--- config.mk ---
export PLATFORM = sky130hd
export DESIGN_NAME = charger_ctrl_irq_regs
export DESIGN_NICKNAME = d
export VERILOG_FILES = /design/src/verilog/charger_regs_pkg.sv /design/src/verilog/charger_ctrl_irq_regs.sv
export SDC_FILE = /design/constraint.sdc
export NUM_CORES = 1
export LEC_CHECK = 0
export ABC_AREA = 0
export BUFFER_PORTS_ARGS = -buffer_cell sky130_fd_sc_hd__buf_4
export CAP_MARGIN = 20
export CORE_MARGIN = 3
export CORE_UTILIZATION = 43
export CTS_BUF_LIST = sky130_fd_sc_hd__clkbuf_8
export DETAILED_ROUTE_END_ITERATION = 7
export PLACE_DENSITY = 0.8
export SLEW_MARGIN = 5
export SYNTH_ARGS = -nofsm -noshare
export SYNTH_HDL_FRONTEND = slang
export SYNTH_SLANG_ARGS = --single-unit
--- constraint.sdc ---
create_clock -name clk -period 1.15 [get_ports clk]
set_input_delay 0.1725 -clock clk [delete_from_list [all_inputs] [get_ports clk]]
set_output_delay 0.1725 -clock clk [all_outputs]
set_load 0.05 [all_outputs]
--- src/verilog/charger_regs_pkg.sv ---
package charger_regs_pkg;

  // Register offsets.
  localparam logic [7:0] OPTION_ADDR = 8'h02;
  localparam logic [7:0] THERMAL_ADDR = 8'h03;
  localparam logic [7:0] FAULT_ADDR = 8'h04;

  // Option register field positions.
  localparam int WATCHDOG_DISABLE_BIT = 7;
  localparam int CHARGE_TIMER_DISABLE_BIT = 6;
  localparam int POWER_PATH_ENABLE_BIT = 5;
  localparam int TRANSCEIVER_SUPPLY_BIT = 4;
  localparam int LIMIT_SOURCE_PINS_BIT = 2;
  localparam int INPUT_LIMIT_ENABLE_BIT = 1;
  localparam int AUTO_CHARGE_CURRENT_ENABLE_BIT = 0;

  // Option register reset value, writable bits and the bits that
  // survive boost-mode entry.
  localparam logic [7:0] OPTION_RESET = 8'h16;
  localparam logic [7:0] OPTION_WRITABLE = 8'hf7;
  localparam logic [7:0] OPTION_KEEP_ON_BOOST = 8'h10;

  // Thermal status register field positions.
  localparam int TEMP_WARNING_BIT = 5;
  localparam int TEMP_LEVEL_ONE_BIT = 4;
  localparam int TEMP_LEVEL_TWO_BIT = 3;
  localparam int THERMAL_SHUTDOWN_BIT = 2;
  localparam int INPUT_IN_RANGE_BIT = 0;

  // Input fault register field positions.
  localparam int INPUT_LOW_BIT = 4;
  localparam int INPUT_OVERVOLTAGE_BIT = 3;
  localparam int BATTERY_OVERVOLTAGE_BIT = 1;
  localparam int TIMER_FAULT_SUMMARY_BIT = 0;

  // Flag reset value.
  localparam logic [3:0] TEMP_FLAGS_RESET = 4'h0;
  localparam logic FLAG_RESET = 1'b0;

  // Answer to an unmapped address.
  localparam logic [7:0] UNMAPPED_DATA = 8'h00;

endpackage
--- src/verilog/charger_ctrl_irq_regs.sv ---
`timescale 1ns/100ps
// Functional notes
// Option bit 7 set disables the watchdog timer; default 0.
// Option bit 6 set disables the charge safety timer; default 0.
// Option bit 5 set enables power path management; default 0.
// Option bit 4 set supplies the transceiver pin; default 1.
// Option bit 2 picks limit-select pins (1) or registers (0); default 1.
// Option bit 1 set applies the 4-bit input limit field; default 1.
// Option bit 0 set enables automatic charge current; default 0.
// Option bits reset on all events; bit 4 survives boost-mode entry.
// Thermal bit 5 flags die temperature above the warning threshold.
// Thermal bit 4 flags die temperature above the first threshold.
// Thermal bit 3 flags die temperature above the second threshold.
// Thermal bit 2 flags die temperature above thermal shutdown.
// Temperature flags clear on reset events but not on boost entry.
// Thermal bit 0 shows input voltage inside the bus charging range.
// Fault bit 4 flags input above charger margin but below detect level.
// Fault bit 3 flags input overvoltage lockout.
// Fault bit 1 flags battery overvoltage.
// In-range bit and input fault flags also clear on boost entry.
// Fault bit 0 is read-only summary of the timer fault register.
// Thermal summary output shows any thermal flag pending.
// Fault summary shows any input, timer or boost flag pending.
// Global mask set keeps the interrupt inactive; clear allows it.
// A read clears latched flags unless the condition still holds.
// Reserved bits read zero and ignore writes.
module charger_ctrl_irq_regs (
  // Clock and reset.
  input wire logic clk,
  input wire logic rst,
  // Register port from the control bus slave.
  input wire logic [7:0] reg_addr,
  input wire logic reg_wr,
  input wire logic [7:0] reg_wdata,
  input wire logic reg_rd,
  output logic [7:0] reg_rdata,
  // Reset events.
  input wire logic off_state,
  input wire logic reg_reset_cmd,
  input wire logic boost_mode_entry,
  // Comparator levels.
  input wire logic temp_warning_cmp,
  input wire logic temp_level_one_cmp,
  input wire logic temp_level_two_cmp,
  input wire logic thermal_shutdown_cmp,
  input wire logic bus_undervoltage_cmp,
  input wire logic bus_overvoltage_cmp,
  input wire logic charger_detect_cmp,
  input wire logic input_detect_cmp,
  input wire logic input_overvoltage_cmp,
  input wire logic battery_overvoltage_cmp,
  // Summaries from neighbouring flag registers and the global mask.
  input wire logic timer_fault_pending,
  input wire logic boost_fault_pending,
  input wire logic interrupt_mask,
  // Option controls.
  output logic watchdog_disable,
  output logic charge_timer_disable,
  output logic power_path_enable,
  output logic transceiver_supply,
  output logic limit_source_pins,
  output logic input_limit_enable,
  output logic auto_charge_current_enable,
  // Summaries and interrupt.
  output logic thermal_summary,
  output logic fault_summary,
  output logic interrupt_active
);

  // Everything that holds state lives in one packed struct.
  typedef struct packed {
    logic [7:0] option;
    logic [3:0] temp_flags;
    logic in_range;
    logic input_low;
    logic input_ov;
    logic battery_ov;
    logic [7:0] rdata;
  } state_s;

  state_s state;
  state_s next_state;

  // Address decode.
  logic hit_option;
  logic hit_thermal;
  logic hit_fault;
  logic write_option;
  logic read_thermal;
  logic read_fault;

  // Reset events.
  logic full_clear;
  logic boost_clear;

  // Live conditions.
  logic [3:0] temp_cond;
  logic in_range_cond;
  logic input_low_cond;
  logic input_ov_cond;
  logic battery_ov_cond;

  // Flag values after latching and read-clear.
  logic [3:0] temp_latched;
  logic in_range_latched;
  logic input_low_latched;
  logic input_ov_latched;
  logic battery_ov_latched;

  // Next values per field.
  logic [7:0] option_written;
  logic [7:0] option_after_boost;
  logic [7:0] next_option;
  logic [3:0] next_temp_flags;
  logic next_in_range;
  logic next_input_low;
  logic next_input_ov;
  logic next_battery_ov;
  logic [7:0] next_rdata;

  // Read views and summaries.
  logic [7:0] option_view;
  logic [7:0] thermal_view;
  logic [7:0] fault_view;
  logic thermal_any;
  logic fault_any;

  // A write and a read may share a cycle; each acts on its own strobe.
  assign hit_option = reg_addr == charger_regs_pkg::OPTION_ADDR;
  assign hit_thermal = reg_addr == charger_regs_pkg::THERMAL_ADDR;
  assign hit_fault = reg_addr == charger_regs_pkg::FAULT_ADDR;
  assign write_option = reg_wr & hit_option;
  assign read_thermal = reg_rd & hit_thermal;
  assign read_fault = reg_rd & hit_fault;

  // Power-on reset, off state and register-reset command load the option reset value and clear all flags.
  assign full_clear = rst | off_state | reg_reset_cmd;
  // Boost entry matters only when no full clear comes with it.
  // A full clear already covers everything that boost entry resets.
  assign boost_clear = boost_mode_entry & ~full_clear;

  // Comparator levels, high while the condition holds.
  assign temp_cond[3] = temp_warning_cmp;
  assign temp_cond[2] = temp_level_one_cmp;
  assign temp_cond[1] = temp_level_two_cmp;
  assign temp_cond[0] = thermal_shutdown_cmp;
  assign in_range_cond =
    ~bus_undervoltage_cmp & ~bus_overvoltage_cmp;
  assign input_low_cond = charger_detect_cmp & ~input_detect_cmp;
  assign input_ov_cond = input_overvoltage_cmp;
  assign battery_ov_cond = battery_overvoltage_cmp;

  // A live condition sets its flag; a read clears the flag only once
  // the condition has gone, so the set wins over the clear.
  for (genvar i = 0; i < 4; i++) begin : g_temp
    assign temp_latched[i] =
      temp_cond[i] | (state.temp_flags[i] & ~read_thermal);
  end
  assign in_range_latched =
    in_range_cond | (state.in_range & ~read_thermal);
  assign input_low_latched =
    input_low_cond | (state.input_low & ~read_fault);
  assign input_ov_latched =
    input_ov_cond | (state.input_ov & ~read_fault);
  assign battery_ov_latched =
    battery_ov_cond | (state.battery_ov & ~read_fault);

  // Option register; reserved bit 3 stays zero whatever is written.
  always_comb begin
    option_written = reg_wdata & charger_regs_pkg::OPTION_WRITABLE;
    option_after_boost =
      (state.option & charger_regs_pkg::OPTION_KEEP_ON_BOOST) |
      (charger_regs_pkg::OPTION_RESET &
       ~charger_regs_pkg::OPTION_KEEP_ON_BOOST);
    // A full clear outranks boost entry, which outranks a host write.
    if (full_clear) begin
      next_option = charger_regs_pkg::OPTION_RESET;
    end else if (boost_clear) begin
      next_option = option_after_boost;
    end else if (write_option) begin
      next_option = option_written;
    end else begin
      next_option = state.option;
    end
  end

  // Boost entry leaves the temperature flags alone.
  always_comb begin
    if (full_clear) begin
      next_temp_flags = charger_regs_pkg::TEMP_FLAGS_RESET;
    end else begin
      next_temp_flags = temp_latched;
    end
  end

  // Boost entry clears the in-range bit and the input fault flags, even
  // while their conditions hold; they set again on the next cycle.
  always_comb begin
    if (full_clear || boost_clear) begin
      next_in_range = charger_regs_pkg::FLAG_RESET;
    end else begin
      next_in_range = in_range_latched;
    end
  end

  always_comb begin
    if (full_clear || boost_clear) begin
      next_input_low = charger_regs_pkg::FLAG_RESET;
    end else begin
      next_input_low = input_low_latched;
    end
  end

  always_comb begin
    if (full_clear || boost_clear) begin
      next_input_ov = charger_regs_pkg::FLAG_RESET;
    end else begin
      next_input_ov = input_ov_latched;
    end
  end

  always_comb begin
    if (full_clear || boost_clear) begin
      next_battery_ov = charger_regs_pkg::FLAG_RESET;
    end else begin
      next_battery_ov = battery_ov_latched;
    end
  end

  // Read data is taken from the flags before the same read clears them.
  always_comb begin
    if (rst) begin
      next_rdata = charger_regs_pkg::UNMAPPED_DATA;
    end else if (!reg_rd) begin
      next_rdata = state.rdata;
    end else if (hit_option) begin
      next_rdata = option_view;
    end else if (hit_thermal) begin
      next_rdata = thermal_view;
    end else if (hit_fault) begin
      next_rdata = fault_view;
    end else begin
      next_rdata = charger_regs_pkg::UNMAPPED_DATA;
    end
  end

  // The option view rebuilds the register bit by bit, so bit 3 reads 0.
  always_comb begin
    option_view = 8'h00;
    option_view[charger_regs_pkg::WATCHDOG_DISABLE_BIT] =
      state.option[charger_regs_pkg::WATCHDOG_DISABLE_BIT];
    option_view[charger_regs_pkg::CHARGE_TIMER_DISABLE_BIT] =
      state.option[charger_regs_pkg::CHARGE_TIMER_DISABLE_BIT];
    option_view[charger_regs_pkg::POWER_PATH_ENABLE_BIT] =
      state.option[charger_regs_pkg::POWER_PATH_ENABLE_BIT];
    option_view[charger_regs_pkg::TRANSCEIVER_SUPPLY_BIT] =
      state.option[charger_regs_pkg::TRANSCEIVER_SUPPLY_BIT];
    option_view[charger_regs_pkg::LIMIT_SOURCE_PINS_BIT] =
      state.option[charger_regs_pkg::LIMIT_SOURCE_PINS_BIT];
    option_view[charger_regs_pkg::INPUT_LIMIT_ENABLE_BIT] =
      state.option[charger_regs_pkg::INPUT_LIMIT_ENABLE_BIT];
    option_view[charger_regs_pkg::AUTO_CHARGE_CURRENT_ENABLE_BIT] =
      state.option[charger_regs_pkg::AUTO_CHARGE_CURRENT_ENABLE_BIT];
  end

  // Flag views; reserved bits read zero.
  always_comb begin
    thermal_view = 8'h00;
    thermal_view[charger_regs_pkg::TEMP_WARNING_BIT] =
      state.temp_flags[3];
    thermal_view[charger_regs_pkg::TEMP_LEVEL_ONE_BIT] =
      state.temp_flags[2];
    thermal_view[charger_regs_pkg::TEMP_LEVEL_TWO_BIT] =
      state.temp_flags[1];
    thermal_view[charger_regs_pkg::THERMAL_SHUTDOWN_BIT] =
      state.temp_flags[0];
    thermal_view[charger_regs_pkg::INPUT_IN_RANGE_BIT] =
      state.in_range;
  end

  // The timer fault summary is passed through live, not latched.
  always_comb begin
    fault_view = 8'h00;
    fault_view[charger_regs_pkg::INPUT_LOW_BIT] =
      state.input_low;
    fault_view[charger_regs_pkg::INPUT_OVERVOLTAGE_BIT] =
      state.input_ov;
    fault_view[charger_regs_pkg::BATTERY_OVERVOLTAGE_BIT] =
      state.battery_ov;
    fault_view[charger_regs_pkg::TIMER_FAULT_SUMMARY_BIT] =
      timer_fault_pending;
  end

  // The whole state is registered from one copy.
  always_comb begin
    next_state.option = next_option;
    next_state.temp_flags = next_temp_flags;
    next_state.in_range = next_in_range;
    next_state.input_low = next_input_low;
    next_state.input_ov = next_input_ov;
    next_state.battery_ov = next_battery_ov;
    next_state.rdata = next_rdata;
  end

  // Reset is synchronous and handled in the next-state logic.
  always_ff @(posedge clk) begin
    state <= next_state;
  end

  assign reg_rdata = state.rdata;

  // Timer controls.
  assign watchdog_disable =
    state.option[charger_regs_pkg::WATCHDOG_DISABLE_BIT];
  assign charge_timer_disable =
    state.option[charger_regs_pkg::CHARGE_TIMER_DISABLE_BIT];

  // Power path and transceiver supply.
  assign power_path_enable =
    state.option[charger_regs_pkg::POWER_PATH_ENABLE_BIT];
  assign transceiver_supply =
    state.option[charger_regs_pkg::TRANSCEIVER_SUPPLY_BIT];

  // Input current limit controls.
  assign limit_source_pins =
    state.option[charger_regs_pkg::LIMIT_SOURCE_PINS_BIT];
  assign input_limit_enable =
    state.option[charger_regs_pkg::INPUT_LIMIT_ENABLE_BIT];
  assign auto_charge_current_enable =
    state.option[charger_regs_pkg::AUTO_CHARGE_CURRENT_ENABLE_BIT];

  // Summaries and the interrupt follow the latched flags with no delay.
  assign thermal_any = |state.temp_flags | state.in_range;
  assign fault_any = state.input_low | state.input_ov |
    state.battery_ov;
  assign thermal_summary = thermal_any;
  assign fault_summary =
    fault_any | timer_fault_pending | boost_fault_pending;
  assign interrupt_active =
    ~interrupt_mask & (thermal_summary | fault_summary);

endmodule

==> impl_metrics.env, run 1 <==
export IMPL_routed_wirelength_mm=3.49
export IMPL_required_ns=0.98
export IMPL_path_cells="nor4_4, nand2_2, o21ba_4, buf_8"
export IMPL_clkTransAtPathRegs_ns=0.09
export IMPL_core_area_um2=2570
export IMPL_grt_remaining_overflow=0
export IMPL_drive_gt1_share_pct=50.5
export IMPL_hold_violations=0
export IMPL_finalCriticalPeriod_ns=1.50
export IMPL_max_slew_margin_pct=76.1
export IMPL_critPathTopFamily="simple AND/OR/NAND/NOR gates"
export IMPL_setup_viol=3
export IMPL_synth_async_reset_ratio_pct=0
export IMPL_synthFlopType="dfxtp_1"
export IMPL_cap_violations=0
export IMPL_die_area_um2=3490
export IMPL_clk_latency_ns=0.27
export IMPL_yosysSeqAreaShare_pct=38.1
export IMPL_hold_path_end="state[15]"
export IMPL_final_core_util_pct=70.7
export IMPL_holdCritStartpoint="temp_warning_cmp"
export IMPL_cpMaxStageDelayCell="dfxtp_2"
export IMPL_gp_congestion=0.813
export IMPL_fin_crit_sh_pct=131
export IMPL_placed_cells=221
export IMPL_cp_arrival_ns=1.33
export IMPL_r2r_slack_ns=0.17
export IMPL_violations="negative setup slack"
export IMPL_crit_reg2reg_launch="state[13]"
export IMPL_initial_utilization_pct=47.1
export IMPL_synth_seq_cells=23
export IMPL_num_nets_final=233
export IMPL_cts_tree="done"
export IMPL_synthesis_nets=170
export IMPL_placementRows=18
export IMPL_drc=0
export IMPL_ir_drop_mv=0.663
export IMPL_reg2reg_depth=3
export IMPL_fin_hold_ws_ns=0.156
export IMPL_grt_first_pass_wirelength_mm=5.44
export IMPL_drtIter0Drc=40
export IMPL_place_hpwl_mm=2.71
export IMPL_post_layout_nonfiller_instances=226
export IMPL_die_w_um=59.0
export IMPL_cts_num_sinks=23
export IMPL_drv_slew=0
export IMPL_cp_end_kind="output port"
export IMPL_root_buffer="clkbuf_8"
export IMPL_antenna_found_initial=0
export IMPL_clock_path_buffers=2
export IMPL_first_global_vias=1266
export IMPL_htreeDepth=1
export IMPL_post_drt_wl_per_cell_um=15.4
export IMPL_synth_cells=134
export IMPL_syn_to_final_growth_pct=49.9
export IMPL_r2r_end="reg_rdata[3]"
export IMPL_ios=54
export IMPL_final_antenna_net_count=0
export IMPL_startpoint_type="register"
export IMPL_die_y_um=59.0
export IMPL_hold_class="primary input to register"
export IMPL_fmax_ghz=0.665
export IMPL_setup_slack_ns=-0.354
export IMPL_syn_area_um2=1210
export IMPL_vias=1258
export IMPL_holdPathStages=3
export IMPL_grt_max_degree=15
export IMPL_yosys_warnings=0
export IMPL_worstMarginPinSlew_ns=0.357
export IMPL_p_leak_nw=0.800
export IMPL_status="finished, violations left"
export IMPL_path_class="register to output port"
export IMPL_cts_buffers=3
export IMPL_max_stage_delay_ns=0.35
export IMPL_power_mw=1.64
export IMPL_cp_num_buf_inv=1
export IMPL_port_buffer_count=52
export IMPL_rsz0062_at_grt="true"
export IMPL_viasPerCell=5.57
export IMPL_finalSetupTns_ns=-0.764
export IMPL_synth_distinct_cells=37
export IMPL_powerDensity_nw_per_um2=907
export IMPL_finClkSkew_ns=0.00319
export IMPL_grt_usage_pct=20.8
export IMPL_critPathMaxFanout=2
export IMPL_hold_buffers=0
export IMPL_first_pass_iters=4
export IMPL_diodes=0
export IMPL_synth_edf_count=0
export IMPL_syn_avg_cell_area_um2=9.03
## synth_stat cells, types with 2 or more instances
library cell	instances	share of area, %
buf_4	9	5.6
o41ai_2	3	4.0
nor2b_1	3	1.6
and3_1	2	1.0
or3b_2	4	2.9
nand4_1	2	1.0
a31oi_1	7	3.6
nor4_1	3	1.6
nor2_1	9	2.8
a22oi_1	2	1.2
nor3_1	2	0.83
nand2b_1	4	2.1
mux2i_1	9	7.4
o21ai_0	7	2.9
o31ai_1	3	1.9
inv_1	7	2.2
buf_2	2	0.83
a21oi_1	3	1.2
nand2_1	12	3.7
dfxtp_1	23	38
clkbuf_1	2	0.62
## report_power, final
group          switching (mW)  total (mW)  internal (mW)
Sequential            0.00670       0.807          0.801
Combinational           0.147       0.310          0.163
Clock                   0.282       0.527          0.246
## worst register-to-register path, cell delays in order (launching register included)
cell and delay [ns]:
dfxtp_1 0.40, buf_4 0.14, a32oi_1 0.12, o31ai_1 0.24
## how the worst max path moves through the flow
stage / startpoint / endpoint / slack [ns] / depth (start not counted)
2_1_floorplan: fault_view[1] / interrupt_active / -0.17 / 3
3_3_place_gp: reg_addr[6] / state[11] / -0.14 / 5
3_5_place_dp: reg_addr[6] / reg_rdata[0] / -0.18 / 5
4_1_cts: fault_view[1] / interrupt_active / -0.37 / 4
5_1_grt: fault_view[1] / interrupt_active / -0.40 / 4
6_report: fault_view[1] / interrupt_active / -0.35 / 4
## cells by family after synthesis
family                 count (synthesis)  synth area share [%]
AO/OA/AOI/OAI                         29                  18.0
buffers and inverters                 21                  9.62
flip-flops                            23                  38.1
multiplexers                           9                  7.45
AND/OR/NAND/NOR                       52                  26.9
## repair_timing
action | 4_1_cts | 5_1_grt
setup endpoints to repair | 3 | 3
gates resized for setup | 6 | 4
pin swaps | 4 | 4
buffers inserted | 1 | 0
## per-stage QoR
step                      cell area, µm²  setup slack (ns)
after global placement              1720            -0.139
final                               1810            -0.354
after global routing                1810            -0.397
after floorplan                     1240            -0.165
after CTS                           1800            -0.374
after detailed placement            1720            -0.178
## cell usage in the layout, fill, tap and decap left out, types with 2 or more instances in the layout
cell / count
a21oi_1: 3
a22oi_1: 2
a31oi_1: 7
and3_1: 2
buf_4: 69
buf_6: 2
clkbuf_8: 3
dfxtp_1: 21
inv_1: 7
mux2i_1: 9
nand2_1: 10
nand2_2: 3
nand2b_1: 4
nand4_1: 2
nor2_1: 8
nor2b_1: 3
nor4_1: 2
nor4_4: 2
o21ai_0: 7
o31ai_1: 3
o41ai_2: 3
or3b_2: 4
## layer usage
metal,routed length [µm],vias up,track usage [%]
li1,-,601,-
met1,1290,593,23.4
met2,1870,53,39.1
met3,238,11,2.83
met4,91,0,7.77
met5,0,-,0
## sequential cells by signal (all words and copies together) (netlist names)
register	count
limit_source_pins	1
state	5
watchdog_disable	1
reg_rdata	8
transceiver_supply	1
auto_charge_current_enable	1
input_limit_enable	1
fault_view	3
power_path_enable	1
charge_timer_disable	1
## layout make-up
| class | count | area (µm²) |
|---|---|---|
| Timing Repair Buffer | 72 | 556 |
| Inverter | 7 | 26.3 |
| Multi-Input combinational cell | 90 | 681 |
| Clock inverter | 1 | 7.51 |
| Fill cell | 204 | 753 |
| Clock buffer | 3 | 41.3 |
| Sequential cell | 23 | 465 |
| Tap cell | 30 | 37.5 |
(Power assumes the default switching activity.)
==> run 2: changes to the inputs <==
Settings changed: CORE_UTILIZATION 43 to 30, MAX_ROUTING_LAYER set to met4, PLACE_DENSITY 0.8 to 0.6.
==> run 2 against run 1 <==
Against the previous run:
- the flow still finishes with violations (negative setup slack)
- register-to-register slack lost 0.08 ns
- sequential share of layout area shrank 0.50 points
- sequential power is essentially flat
- worst setup slack improved by 0.033 ns
- total power shrank 1.6%
- core utilization decreased by 22 points
- cell area rose by 1.7%
- critical endpoint unchanged
- largest power group unchanged
- highest routed layer unchanged
==> impl_metrics.env, run 2 (synthesis gave the netlist of run 1 again) <==
export IMPL_gp_congestion=0.817
export IMPL_port_buffer_count=52
export IMPL_viasPerCell=4.93
export IMPL_p_leak_nw=0.808
export IMPL_clk_latency_ns=0.26
export IMPL_place_ws_ns=-0.172
export IMPL_cp_end_kind="output port"
export IMPL_critPathMaxFanout=2
export IMPL_drc=0
export IMPL_initial_utilization_pct=32.1
export IMPL_cts_buffers=3
export IMPL_root_buffer="clkbuf_8"
export IMPL_startpoint_type="register"
export IMPL_placementRows=22
export IMPL_final_cell_mix="buf_4, dfxtp_1, nand2_1"
export IMPL_path_cells="nor4_4, nand2_2, o21ba_4, buf_8"
export IMPL_syn_to_final_growth_pct=52.5
export IMPL_clock_path_buffers=2
export IMPL_vias=1202
export IMPL_routed_wirelength_mm=3.49
export IMPL_finalCriticalPeriod_ns=1.47
export IMPL_die_y_um=69.5
export IMPL_die_w_um=69.5
export IMPL_placed_cells=240
export IMPL_status="finished, violations left"
export IMPL_hold_class="primary input to register"
export IMPL_drv_slew=0
export IMPL_cts_tree="done"
export IMPL_die_area_um2=4830
export IMPL_powerDensity_nw_per_um2=877
export IMPL_cp_num_buf_inv=1
export IMPL_diodes=0
export IMPL_grt_max_degree=14
export IMPL_post_drt_wl_per_cell_um=14.3
export IMPL_setup_viol=3
export IMPL_first_global_vias=1247
export IMPL_fmax_ghz=0.680
export IMPL_first_pass_iters=4
export IMPL_worstMarginPinSlew_ns=0.308
export IMPL_rsz0062_at_grt="true"
export IMPL_required_ns=0.98
export IMPL_ir_drop_mv=0.667
export IMPL_final_antenna_net_count=0
export IMPL_setup_slack_ns=-0.321
export IMPL_num_nets_final=233
export IMPL_cts_num_sinks=23
export IMPL_final_common_cell="buf_4"
export IMPL_post_cts_setup_buffer_count=0
export IMPL_grt_usage_pct=15.6
export IMPL_core_area_um2=3770
export IMPL_max_slew_margin_pct=79.4
export IMPL_fin_crit_sh_pct=128
export IMPL_place_hpwl_mm=2.84
export IMPL_antenna_found_initial=0
export IMPL_largest_reg_flops=8
export IMPL_finClkSkew_ns=0.00356
export IMPL_max_stage_delay_ns=0.34
export IMPL_cp_arrival_ns=1.30
export IMPL_htreeDepth=1
export IMPL_grt_remaining_overflow=0
export IMPL_drtIter0Drc=51
export IMPL_ios=54
export IMPL_violations="negative setup slack"
export IMPL_hold_violations=0
export IMPL_critPathTopFamily="simple AND/OR/NAND/NOR gates"
export IMPL_clkTransAtPathRegs_ns=0.08
export IMPL_post_layout_nonfiller_instances=244
export IMPL_grt_first_pass_wirelength_mm=5.96
export IMPL_cpMaxStageDelayCell="dfxtp_2"
export IMPL_drive_gt1_share_pct=51.0
export IMPL_path_class="register to output port"
export IMPL_hold_buffers=0
export IMPL_cap_violations=0
[run 2: cell types whose count changed in the layout (fill, tap and decap cells not counted), sizes merged]
| cell | before | now |
|---|---|---|
| clkinvlp | 1 | 0 |
| clkinv | 0 | 1 |
[run 2: cell type report]
type / count / area [µm²]
Fill cell: 358 / 1930
Timing Repair Buffer: 72 / 568
Clock buffer: 3 / 41.3
Multi-Input combinational cell: 90 / 681
Clock inverter: 1 / 5.00
Tap cell: 48 / 60.1
Sequential cell: 23 / 464
Inverter: 7 / 26.3
[run 2: routing by layer]
metal	vias to the layer above	part of all wire (%)	global-route usage [%]
met4	0	0.37	2.60
li1	600	-	-
met5	-	0	-
met1	563	43	19.4
met3	2	6.0	4.20
met2	37	50	25.6
[run 2: power breakdown]
group	internal, mW	total, mW	leakage [nW]	switching [mW]
clock network	0.242	0.500	0.0255	0.258
logic	0.165	0.311	0.595	0.146
registers	0.802	0.809	0.187	0.00609
[run 2: final timing paths]
path                            cells after the start  slack [ns]                    endpoint           from
worst min register to register                      2        0.48                reg_rdata[6]   reg_rdata[6]
worst max register to register                      4        0.09                reg_rdata[4]      state[14]
worst min-delay path                                3        0.16  auto_charge_current_enable   reg_wdata[0]
worst max-delay path                                4       -0.32            interrupt_active  fault_view[1]
[run 2: what timing repair did]
item | in CTS | in global routing
endpoints found under the setup margin | 3 | 3
gates resized for setup | 8 | 2
cloned | 0 | 0
pin swaps | 4 | 3
[run 2: per-stage QoR]
step	TNS [ns]	total power [mW]	hold WS (ns)	instance area, µm²	util (%)
floorplan	-0.215	0.943	0.309	1240	-
detailed placement	-1.93	1.12	0.439	1760	46.7
finish	-0.743	1.62	0.158	1850	48.9
global route	-0.910	1.70	0.163	1850	48.9
global placement	-1.42	1.11	0.426	1760	46.7
CTS	-0.758	1.63	0.155	1840	48.7
[run 2: worst min-delay path: stages]
cell,delay [ns]
buf_4,0.11
nand2_1,0.04
mux2i_1,0.05
